--- config.mk ---
export PLATFORM = sky130hd
export DESIGN_NAME = periodic_modulo_tick_counter
export DESIGN_NICKNAME = d
export VERILOG_FILES = /design/src/periodic_modulo_tick_counter.v /design/src/tick_prescaler.v
export VERILOG_INCLUDE_DIRS = /design/src /design/src/src
export SDC_FILE = /design/constraint.sdc
export NUM_CORES = 1
export LEC_CHECK = 0
export BUFFER_PORTS_ARGS = -buffer_cell sky130_fd_sc_hd__buf_2
export CORE_MARGIN = 2
export CORE_UTILIZATION = 55
export CTS_CLUSTER_SIZE = 16
export DETAILED_ROUTE_END_ITERATION = 16
export GPL_ROUTABILITY_DRIVEN = 0
export PLACE_DENSITY = 0.8
export SLEW_MARGIN = 20
export SYNTH_ARGS = -nofsm -noshare
export SYNTH_HDL_FRONTEND = slang
export SYNTH_HIERARCHICAL = 1
export SYNTH_SLANG_ARGS = --single-unit
--- constraint.sdc ---
create_clock -name aclk -period 3.88 [get_ports aclk]
set_input_delay 0.194 -clock aclk [delete_from_list [all_inputs] [get_ports aclk]]
set_output_delay 0.194 -clock aclk [all_outputs]
set_load 0.02 [all_outputs]
--- src/tick_consts.vh ---
// Offsets, field positions, reset values and response codes of the periodic tick counter
`ifndef TICK_CONSTS_VH
`define TICK_CONSTS_VH

`define TICK_ADDR_W            6
`define TICK_OFS_STATUS_CTRL   6'h00
`define TICK_OFS_COUNT         6'h04
`define TICK_OFS_MODULO        6'h08

`define TICK_SEL_NONE          2'h0
`define TICK_SEL_STATUS_CTRL   2'h1
`define TICK_SEL_COUNT         2'h2
`define TICK_SEL_MODULO        2'h3

`define TICK_FLAG_BIT          7
`define TICK_SRC_HI            6
`define TICK_SRC_LO            5
`define TICK_IRQ_EN_BIT        4
`define TICK_PS_HI             3
`define TICK_PS_LO             0

`define TICK_SRC_LPO           2'h0
`define TICK_SRC_EXT           2'h1

`define TICK_PS_OFF            4'h0
`define TICK_COUNT_RESET       8'h00
`define TICK_MODULO_RESET      8'h00
`define TICK_SRC_RESET         2'h0
`define TICK_PRE_W             18

`define AXI_RESP_OKAY          2'h0
`define AXI_RESP_SLVERR        2'h2

`endif

--- src/periodic_modulo_tick_counter.v ---
// Periodic modulo tick counter with AXI4-Lite register access
//
// Decided for this implementation: the address map and the AXI4-Lite slave port.
`timescale 1ns/1ps
`default_nettype none

module periodic_modulo_tick_counter
(
   input  wire        aclk,
   input  wire        aresetn,
   input  wire        ce,
   input  wire        low_power_osc_clock,
   input  wire        external_ref_clock,
   input  wire        internal_ref_clock,
   input  wire        debug_freeze,
   input  wire [5:0]  s_axi_awaddr,
   input  wire [2:0]  s_axi_awprot,
   input  wire        s_axi_awvalid,
   output wire        s_axi_awready,
   input  wire [31:0] s_axi_wdata,
   input  wire [3:0]  s_axi_wstrb,
   input  wire        s_axi_wvalid,
   output wire        s_axi_wready,
   output reg  [1:0]  s_axi_bresp,
   output reg         s_axi_bvalid,
   input  wire        s_axi_bready,
   input  wire [5:0]  s_axi_araddr,
   input  wire [2:0]  s_axi_arprot,
   input  wire        s_axi_arvalid,
   output wire        s_axi_arready,
   output reg  [31:0] s_axi_rdata,
   output reg  [1:0]  s_axi_rresp,
   output reg         s_axi_rvalid,
   input  wire        s_axi_rready,
   output reg         tick_irq
);

`include "tick_consts.vh"

   // Register state
   reg  [7:0]  tick_count_r;
   reg  [7:0]  tick_modulo_r;
   reg         tick_flag_r;
   reg         tick_irq_enable_r;
   reg  [1:0]  tick_source_select_r;
   reg  [3:0]  tick_prescale_select_r;

   // Write channel holding
   reg         aw_held_r;
   reg  [5:0]  aw_addr_r;
   reg         w_held_r;
   reg  [31:0] w_data_r;
   reg  [3:0]  w_strb_r;

   // Source synchronisers
   reg  [2:0]  src_meta_r;
   reg  [2:0]  src_sync_r;
   reg         src_prev_r;
   wire        src_level;
   wire        src_edge;
   wire        pre_tick;

   wire        wr_go;
   wire [1:0]  wr_sel;
   wire        wr_ctrl;
   wire        wr_mod;
   wire [7:0]  wbyte;
   wire        src_change;
   wire        ps_change;
   wire        pre_clear;
   reg  [7:0]  status_ctrl_view;

   // Register decode from a word address
   function [1:0] reg_select;
      input [5:0] addr;
      begin
         if ({addr[5:2], 2'b00} == `TICK_OFS_STATUS_CTRL)
            reg_select = `TICK_SEL_STATUS_CTRL;
         else if ({addr[5:2], 2'b00} == `TICK_OFS_COUNT)
            reg_select = `TICK_SEL_COUNT;
         else if ({addr[5:2], 2'b00} == `TICK_OFS_MODULO)
            reg_select = `TICK_SEL_MODULO;
         else
            reg_select = `TICK_SEL_NONE;
      end
   endfunction

   // Two flip-flops on every source clock pin
   always @(posedge aclk)
   begin
      if (!aresetn)
      begin
         src_meta_r <= 3'h0;
         src_sync_r <= 3'h0;
      end
      else if (ce)
      begin
         src_meta_r <= {internal_ref_clock, external_ref_clock, low_power_osc_clock};
         src_sync_r <= src_meta_r;
      end
   end

   // Source decode: 00 low-power, 01 external, 1x internal
   assign src_level = tick_source_select_r[1] ? src_sync_r[2] :
                      (tick_source_select_r == `TICK_SRC_EXT) ? src_sync_r[1] : src_sync_r[0];
   assign src_edge  = src_level & ~src_prev_r;

   // Bus handshakes
   assign s_axi_awready = ~aw_held_r & ~s_axi_bvalid;
   assign s_axi_wready  = ~w_held_r & ~s_axi_bvalid;
   assign s_axi_arready = ~s_axi_rvalid;

   assign wr_go   = aw_held_r & w_held_r & ~s_axi_bvalid;
   assign wr_sel  = reg_select(aw_addr_r);
   assign wbyte   = w_data_r[7:0];
   assign wr_ctrl = wr_go & w_strb_r[0] & (wr_sel == `TICK_SEL_STATUS_CTRL);
   assign wr_mod  = wr_go & w_strb_r[0] & (wr_sel == `TICK_SEL_MODULO);

   assign src_change = wr_ctrl & (wbyte[`TICK_SRC_HI:`TICK_SRC_LO] != tick_source_select_r);
   assign ps_change  = wr_ctrl & (wbyte[`TICK_PS_HI:`TICK_PS_LO] != tick_prescale_select_r);
   assign pre_clear  = wr_mod | src_change | ps_change;

   always @*
   begin
      status_ctrl_view = {tick_flag_r, tick_source_select_r, tick_irq_enable_r, tick_prescale_select_r};
   end

   // Write channel: address and data taken in either order
   always @(posedge aclk)
   begin
      if (!aresetn)
      begin
         aw_held_r    <= 1'b0;
         aw_addr_r    <= 6'h00;
         w_held_r     <= 1'b0;
         w_data_r     <= 32'h00000000;
         w_strb_r     <= 4'h0;
         s_axi_bvalid <= 1'b0;
         s_axi_bresp  <= `AXI_RESP_OKAY;
      end
      else if (ce)
      begin
         if (s_axi_awvalid && s_axi_awready)
         begin
            aw_held_r <= 1'b1;
            aw_addr_r <= s_axi_awaddr;
         end
         if (s_axi_wvalid && s_axi_wready)
         begin
            w_held_r <= 1'b1;
            w_data_r <= s_axi_wdata;
            w_strb_r <= s_axi_wstrb;
         end
         if (wr_go)
         begin
            aw_held_r    <= 1'b0;
            w_held_r     <= 1'b0;
            s_axi_bvalid <= 1'b1;
            s_axi_bresp  <= (wr_sel == `TICK_SEL_NONE) ? `AXI_RESP_SLVERR : `AXI_RESP_OKAY;
         end
         else if (s_axi_bvalid && s_axi_bready)
            s_axi_bvalid <= 1'b0;
      end
   end

   // Read channel: answer one cycle after the address is taken
   always @(posedge aclk)
   begin
      if (!aresetn)
      begin
         s_axi_rvalid <= 1'b0;
         s_axi_rdata  <= 32'h00000000;
         s_axi_rresp  <= `AXI_RESP_OKAY;
      end
      else if (ce)
      begin
         if (s_axi_arvalid && s_axi_arready)
         begin
            s_axi_rvalid <= 1'b1;
            s_axi_rresp  <= `AXI_RESP_OKAY;
            if (reg_select(s_axi_araddr) == `TICK_SEL_STATUS_CTRL)
               s_axi_rdata <= {24'h000000, status_ctrl_view};
            else if (reg_select(s_axi_araddr) == `TICK_SEL_COUNT)
               s_axi_rdata <= {24'h000000, tick_count_r};
            else if (reg_select(s_axi_araddr) == `TICK_SEL_MODULO)
               s_axi_rdata <= {24'h000000, tick_modulo_r};
            else
            begin
               s_axi_rdata <= 32'h00000000;
               s_axi_rresp <= `AXI_RESP_SLVERR;
            end
         end
         else if (s_axi_rvalid && s_axi_rready)
            s_axi_rvalid <= 1'b0;
      end
   end

   // Control fields
   always @(posedge aclk)
   begin
      if (!aresetn)
      begin
         tick_modulo_r          <= `TICK_MODULO_RESET;
         tick_source_select_r   <= `TICK_SRC_RESET;
         tick_prescale_select_r <= `TICK_PS_OFF;
         tick_irq_enable_r      <= 1'b0;
      end
      else if (ce)
      begin
         if (wr_ctrl)
         begin
            tick_source_select_r   <= wbyte[`TICK_SRC_HI:`TICK_SRC_LO];
            tick_prescale_select_r <= wbyte[`TICK_PS_HI:`TICK_PS_LO];
            tick_irq_enable_r      <= wbyte[`TICK_IRQ_EN_BIT];
         end
         if (wr_mod)
            tick_modulo_r <= wbyte;
      end
   end

   // Edge detector restarts on the new source; a pin already high is no edge
   always @(posedge aclk)
   begin
      if (!aresetn)
         src_prev_r <= 1'b0;
      else if (ce)
      begin
         if (src_change)
            src_prev_r <= 1'b1;
         else
            src_prev_r <= src_level;
      end
   end

   tick_prescaler u_prescaler
   (
      .aclk         (aclk),
      .aresetn      (aresetn),
      .ce           (ce),
      .src_edge     (src_edge),
      .run          (~debug_freeze),
      .clear        (pre_clear),
      .prescale_sel (tick_prescale_select_r),
      .src_bit0     (tick_source_select_r[0]),
      .tick_out     (pre_tick)
   );

   // Modulo counter and sticky flag
   always @(posedge aclk)
   begin
      if (!aresetn)
      begin
         tick_count_r <= `TICK_COUNT_RESET;
         tick_flag_r  <= 1'b0;
      end
      else if (ce)
      begin
         if (pre_clear)
            tick_count_r <= `TICK_COUNT_RESET;
         else if (pre_tick && !debug_freeze)
         begin
            if (tick_count_r == tick_modulo_r)
               tick_count_r <= `TICK_COUNT_RESET;
            else
               tick_count_r <= tick_count_r + 8'h01;
         end
         if (!pre_clear && pre_tick && !debug_freeze && tick_count_r == tick_modulo_r)
            tick_flag_r <= 1'b1;
         else if (wr_ctrl && wbyte[`TICK_FLAG_BIT])
            tick_flag_r <= 1'b0;
      end
   end

   // Level interrupt
   always @(posedge aclk)
   begin
      if (!aresetn)
         tick_irq <= 1'b0;
      else if (ce)
         tick_irq <= tick_flag_r & tick_irq_enable_r;
   end

endmodule

`default_nettype wire

--- src/tick_prescaler.v ---
// Prescaler dividing source clock edges by the selected binary or decimal ratio
`timescale 1ns/1ps
`default_nettype none

module tick_prescaler
(
   input  wire        aclk,
   input  wire        aresetn,
   input  wire        ce,
   input  wire        src_edge,
   input  wire        run,
   input  wire        clear,
   input  wire [3:0]  prescale_sel,
   input  wire        src_bit0,
   output reg         tick_out
);

`include "tick_consts.vh"

   reg  [`TICK_PRE_W-1:0] pre_r;
   wire [`TICK_PRE_W-1:0] last_count;

   // Last count of one period, the ratio minus one
   function [`TICK_PRE_W-1:0] ratio_last;
      input [3:0] sel;
      input       hi;
      reg   [`TICK_PRE_W-1:0] r;
      begin
         r = 18'h00001;
         case ({hi, sel})
            5'h01: r = 18'h00008;
            5'h02: r = 18'h00020;
            5'h03: r = 18'h00040;
            5'h04: r = 18'h00080;
            5'h05: r = 18'h00100;
            5'h06: r = 18'h00200;
            5'h07: r = 18'h00400;
            5'h08: r = 18'h00001;
            5'h09: r = 18'h00002;
            5'h0A: r = 18'h00004;
            5'h0B: r = 18'h0000A;
            5'h0C: r = 18'h00010;
            5'h0D: r = 18'h00064;
            5'h0E: r = 18'h001F4;
            5'h0F: r = 18'h003E8;
            5'h11: r = 18'h00400;
            5'h12: r = 18'h00800;
            5'h13: r = 18'h01000;
            5'h14: r = 18'h02000;
            5'h15: r = 18'h04000;
            5'h16: r = 18'h08000;
            5'h17: r = 18'h10000;
            5'h18: r = 18'h003E8;
            5'h19: r = 18'h007D0;
            5'h1A: r = 18'h01388;
            5'h1B: r = 18'h02710;
            5'h1C: r = 18'h04E20;
            5'h1D: r = 18'h0C350;
            5'h1E: r = 18'h186A0;
            5'h1F: r = 18'h30D40;
            default: r = 18'h00001;
         endcase
         ratio_last = r - 18'h00001;
      end
   endfunction

   assign last_count = ratio_last(prescale_sel, src_bit0);

   always @(posedge aclk)
   begin
      if (!aresetn)
      begin
         pre_r    <= {`TICK_PRE_W{1'b0}};
         tick_out <= 1'b0;
      end
      else if (ce)
      begin
         tick_out <= 1'b0;
         if (clear)
            pre_r <= {`TICK_PRE_W{1'b0}};
         else if (run && prescale_sel != `TICK_PS_OFF && src_edge)
         begin
            if (pre_r >= last_count)
            begin
               pre_r    <= {`TICK_PRE_W{1'b0}};
               tick_out <= 1'b1;
            end
            else
               pre_r <= pre_r + 18'h00001;
         end
      end
   end

endmodule

`default_nettype wire

After elaboration in Yosys (flattened, before gate mapping)
Memories as Yosys holds them, arrays and structs flattened. A register that Yosys moved wholly into a read port is not among the register bits.
Index checks and enable logic that the tools add are counted.
- add/subtract/negate cells: 3
- magnitude comparators: 1
- eq/ne operators: 13
- mux-type cells: 49
- bitwise logic cells: 19
- reduce and logical (&&, ||, !) cells: 38
- operators by type and width (kind ; number):
    2-to-1 mux 18 bit ; 3
    2-to-1 mux 8 bit ; 6
    2-to-1 mux 2 bit ; 22
    AND reduction 2 bit ; 13
    adder 18 x 1 -> 18 bit, second input constant ; 1
    >= comparator 18 bit ; 1
    subtractor 18 x 1 -> 18 bit, second input constant ; 1
    2-to-1 mux 1 bit ; 16
    nonzero test 2 bit ; 7
    logical AND 1 bit ; 12
    AND 1 bit ; 11
    2-to-1 mux 5 bit ; 2
    adder 8 x 1 -> 8 bit, second input constant ; 1
    == test 4 x 1 -> 1 bit, second input constant ; 2
    == test 4 x 2 -> 1 bit, second input constant ; 2
    == test 8 bit ; 1
    logical NOT 4 bit ; 2
    == test 2 x 1 -> 1 bit, second input constant ; 3
    == test 2 bit, second input constant ; 3
    inverter 1 bit ; 6
    inequality test 4 bit ; 1
    nonzero test 4 bit ; 1
    logical NOT 1 bit ; 2
    logical NOT 2 bit ; 1
    2 further kinds ; 3
- flip-flop bits (word level): 106
- ROM bits: 576
- input bits: 66
- logic and storage cells: 146
- memories kept: 1
- memory list (name ; depth ; bits a word ; rd ports ; clocked after Yosys merged registers in ; write ports ; line ; text):
    (name not given) ; 32 ; 18 ; 1 ; 1 ; 0 ; tick_prescaler.v:30 ; case ({hi, sel})

Logic depth before layout (Yosys ltp)
- word-level depth: 22
- mapped depth: 19

Cells and area by module
The synthesis kept the hierarchy.
- by module, submodules not included (module ; instances ; cells each ; area each (µm²) ; sequential area each (µm²)):
    periodic_modulo_tick_counter ; 1 ; 345 ; 3016.6 ; 1181.1
    tick_prescaler ; 1 ; 272 ; 2263.4 ; 380.4

Least setup slack after synthesis
OpenSTA, ideal clock, no wires.
- path type: register -> register
- start: reg tick_prescale_select_r[0]
- end: reg u_prescaler.pre_r[9]
- arrival time: 3.518 ns
- path slack: 0.300 ns
- stages on the path, launching flop included: 20
- path buffers: 2
- clock period less this slack: 3.580 ns
- cell sequence: dfxtp_1 buf_4 inv_1 ha_1 nand2b_1 nand2b_1 ha_1 o21ai_1 nor3_1 nand2_2 nor2_1 xnor2_1 ha_1 and2_0 a221o_1 a21oi_2 o211ai_2 a21o_1 buf_6 nor2_4
- longest elaborated chain between the ends: 5
- elaborated cells on any way between the ends: 9
- classes of those cells: eq/ne: 1; mux: 1; bitwise: 2; reduce/logical: 5
- ends and longest elaborated chain (what ; line ; text):
    start: declaration ; periodic_modulo_tick_counter.v:46 ; reg [3:0] tick_prescale_select_r;
    start signal: assignment ; periodic_modulo_tick_counter.v:205 ; tick_prescale_select_r <= `TICK_PS_OFF;
    start signal: assignment ; periodic_modulo_tick_counter.v:213 ; tick_prescale_select_r <= wbyte[`TICK_PS_HI:`TICK_PS_LO];
    inequality test 4 bit / nonzero test 4 bit (equally long branches) ; - ;
    AND 1 bit / logical AND 1 bit (equally long branches) ; - ;
    bitwise OR 1 bit / logical AND 1 bit (equally long branches) ; periodic_modulo_tick_counter.v:121, tick_prescaler.v:81 ;
    nonzero test 2 bit (no source line) ; - ;
    AND reduction 2 bit (no source line) ; - ;
    end signal: assignment ; tick_prescaler.v:73 ; pre_r <= {`TICK_PRE_W{1'b0}};
    end signal: assignment ; tick_prescaler.v:80 ; pre_r <= {`TICK_PRE_W{1'b0}};
    end signal: assignment ; tick_prescaler.v:85 ; pre_r <= {`TICK_PRE_W{1'b0}};
    end: declaration ; tick_prescaler.v:20 ; reg [`TICK_PRE_W-1:0] pre_r;
Parallel ways exist; a longest one is shown, timed or not.
A chain may end at the register's enable or synchronous reset.

Worst setup path after layout
- start: reg tick_prescale_select_r[1]
- end: reg u_prescaler.pre_r[1]
The elaborated chain is that of the path after synthesis.

==> impl_metrics.yaml <==
yosys:
  syn_inst: 617
  ys_seq_elements: 78
  synth.yosys.warnings: 6
  netlist.top_cell.by_area: "dfxtp_1"
  yosysMostFrequentCell: "dfxtp_1"
  syn_area_per_cell_sq_um: 8.558
  ys_top_cells_by_area: "dfxtp_1 30%, ha_1 6.4%, mux2i_1 5.3%, nand2_1 4.7%, xor2_1 4.5%"
  ys_types: 73
  yosys.area.top_type_share: 0.2957
  synth_edf_count: 0
  synthesis.area_sq_mm: 0.005280
  ys_seq_area_frac: 0.2957
  ys_dominant_reg_cell: "dfxtp_1"
  ys_top_cells_by_count: "78 x dfxtp_1, 66 x nand2_1, 41 x nor2_1"
  synthArstFlopShare: 0
hold_path:
  hp-class: "primary input to register"
  hold_end: "w_data_r[4]$_SDFFE_PN0P_"
  hold_start: "s_axi_wdata[4]"
  hold_depth: 3
sta:
  timing.fmax_mhz: 274.2
  finalHoldViolations: 0
  maxSlewHeadroom: 0.3568
  worst_slew_pin_slew_ns: 0.9575
  fin_skew_ns: 0.01541
  maxSlewViolCount: 0
  finalSetupTns_ns: 0
  post-route-period-util: 0.9399
  finalSetupViolCount: 0
  rsz0062_at_grt: "no"
  fin_crit_ns: 3.647
detailed_routing:
  vias: 4448
  first_pass_iters: 5
  drc: 0
  drt_iter0_markers: 193
  ant_nets: 0
  wl_per_cell_um: 14.55
  via_per_inst: 5.588
  wirelength_um: 11580
pwr:
  netSwitchingFraction: 0.2704
  peakVddDrop_v: 0.0002008
  seqPwrFrac: 0.515
  p_leak_nw: 2.300
  p_per_area_mw_per_mm2: 276.3
  p_int_mw: 1.170
  p_clk_frac: 0.405
  p_switching_uw: 433.8
  combPwrFrac: 0.080
floorplan:
  dieHeight_um: 102.0
  coreArea_sq_mm: 0.009284
  die_w_um: 102.0
  io_pins: 108
  std_cell_rows: 35
  start_util: 0.5687
  die_area_sq_mm: 0.01040
global_route:
  antenna_found_initial: 0
  grt_pass1_vias: 4282
  grt_usage: 0.2308
  grt_max_degree: 46
  grt_pass1_wl_um: 19490
  grt-ovfl-total: 0
clocking:
  cts_root_buffer: "clkbuf_8"
  clock_path_buffers: 2
  clock_latency_ns: 0.36
  cts-htree-levels: 3
  cts_tree: "yes"
  cts_sinks: 78
  clkTransAtPathRegs_ns: 0.10
  numCtsBuffers: 9
worst_setup_path:
  cp.arrival_ns: 3.89
  cp.required_ns: 4.13
  reg2regPathDepth: 17
  timing.critical_path.buf_inv: 2
  r2r_setup_slack_ns: 0.23
  cpMostUsedCell: "ha_1"
  crit_path_max_incr_delay_ns: 0.39
  critPathSlowestCell: "dfxtp_4"
  r2r-end: "u_prescaler/pre_r[1]$_SDFFE_PN0P_"
  cp_max_fo: 6
  criticalPathCategory: "register to register"
  endpoint_kind: "register"
  crit_family: "compound AO/OA/AOI/OAI gates"
  worst_setup_path_start_kind: "register"
  timing.rr.start: "tick_prescale_select_r[1]$_SDFFE_PN0P_"
  cp_cell_sequence: "inv_1 -> ha_1 -> nand2b_1 -> nand2b_1 -> ha_1 -> o21ai_1 -> nor3_2 -> nand2_2 -> nor2_2 -> xnor2_1 -> ha_1 -> and2_0 -> a221o_1 -> a21oi_2 -> o211ai_4 -> buf_4 -> o41ai_1"
job:
  max_cap_viol_count: 0
layout:
  n_antenna_cell: 0
  fin_area_sq_mm: 0.005804
  nets: 755
  nFillCells: 793
  area_delta_synth_final_pct: 9.929
  drive_above_1_share: 0.1964
placement:
  placed_cell_area_sq_mm: 0.005532
  place.port_buffers: 44
  dp_hpwl_um: 8637
outcome:
  status: "finished clean"
-- cell type report --
cell class / instances / area [sq um] / share of cell area
multi-input combinational: 499 / 3455 / 0.5952
sequential: 78 / 1573 / 0.2710
timing repair buffer: 60 / 352.8 / 0.06079
tap: 129 / 161.4 / 0.02781
clock buffer: 9 / 123.9 / 0.02134
clock inverter: 7 / 86.33 / 0.01487
inverter: 14 / 52.55 / 0.009054
-- per-stage QoR --
stage	power, mW	setup slack (ns)	hold WS [ns]	util	std cells
floorplan	0.9565	0.2997	0.3157	-	642
global placement	0.9690	0.1960	0.4462	0.5958	778
detailed placement	0.9727	0.01890	0.4564	0.5958	778
CTS	1.619	0.003731	0.06826	0.6194	794
global route	1.666	0.007015	0.08959	0.6252	796
finish	1.604	0.2331	0.07469	0.6252	796
-- worst register-to-register path: cells and delay by family (launching register included) --
kind | cells | cell delay (ns)
AO/OA/AOI/OAI | 5 | 1.07
XOR/XNOR | 1 | 0.15
adder cells (fa/ha/maj) | 3 | 0.68
buffers and inverters | 2 | 0.27
flip-flops | 1 | 0.39
AND/OR/NAND/NOR | 6 | 0.99
-- layer usage --
layer,routed length [um],global-route usage,vias to the layer above,part of all wire
met5,0,0,-,0
met4,265,0.09744,0,0.023
met3,647,0.03557,27,0.056
met2,5596,0.3973,155,0.48
met1,5074,0.2877,2068,0.44
li1,-,-,2198,-
-- cell usage in the layout, fill, tap and decap left out, types with 13 or more instances in the layout --
cell	Yosys	layout
buf_2	3	44
nand3_1	27	27
nor2b_1	33	33
ha_1	27	27
nand4_1	13	13
nand2b_1	21	21
a21boi_0	21	21
conb_1	1	26
a21oi_1	20	20
nor2_1	41	38
xor2_1	27	27
nand2_1	66	66
xnor2_1	14	14
dfxtp_1	78	73
mux2i_1	28	27
buf_4	29	15
o211ai_1	13	13
-- power by group through the flow --
stage / registers, mW / logic [mW] / clock network [mW]
after floorplan: 0.845 / 0.112 / 0
after global placement: 0.845 / 0.124 / 0
after detailed placement: 0.846 / 0.127 / 0
after CTS: 0.827 / 0.128 / 0.664
after global routing: 0.828 / 0.143 / 0.695
final: 0.826 / 0.128 / 0.650
-- state kept, by name, summed over array words and instances, names as in the netlist, 2 cells and up --
register                count
s_axi_rdata                 8
src_sync_r                  3
tick_modulo_r               8
tick_count_r                8
tick_prescale_select_r      4
w_data_r                    8
u_prescaler/pre_r          18
src_meta_r                  3
tick_source_select_r        2
aw_addr_r                   4
-- worst max-delay path by stage --
| stage | start | end | slack, ns | cells past startpoint |
|---|---|---|---|---|
| 4_1_cts | tick_prescale_select_r[0]$_SDFFE_PN0P_ | u_prescaler/pre_r[7]$_SDFFE_PN0P_ | 0.004 | 18 |
| 6_report | tick_prescale_select_r[1]$_SDFFE_PN0P_ | u_prescaler/pre_r[1]$_SDFFE_PN0P_ | 0.23 | 17 |
| 3_3_place_gp | tick_prescale_select_r[1]$_SDFFE_PN0P_ | u_prescaler/pre_r[7]$_SDFFE_PN0P_ | 0.20 | 18 |
| 5_1_grt | tick_prescale_select_r[1]$_SDFFE_PN0P_ | u_prescaler/pre_r[0]$_SDFFE_PN0P_ | 0.007 | 18 |
| 3_5_place_dp | tick_prescale_select_r[0]$_SDFFE_PN0P_ | u_prescaler/pre_r[5]$_SDFFE_PN0P_ | 0.02 | 18 |
| 2_1_floorplan | tick_prescale_select_r[0]$_SDFFE_PN0P_ | u_prescaler/pre_r[9]$_SDFFE_PN0P_ | 0.30 | 19 |
-- logic make-up after synthesis --
family / share of synthesized area
buffers and inverters: 0.07464
AO/OA/AOI/OAI: 0.1635
multiplexers: 0.05308
flip-flops: 0.2957
other: 0.0007102
AND/OR/NAND/NOR: 0.2803
adder cells (fa/ha/maj): 0.06398
XOR/XNOR: 0.06801
-- repair_timing --
| item | 4_1_cts | 5_1_grt |
|---|---|---|
| gates resized for setup | 1 | 13 |
| hold buffers | 0 | 0 |
| setup endpoints to repair | 2 | 18 |
| setup buffers | 0 | 2 |
| pin swaps | 0 | 2 |
No activity file was read; power rests on OpenSTA's default activity.
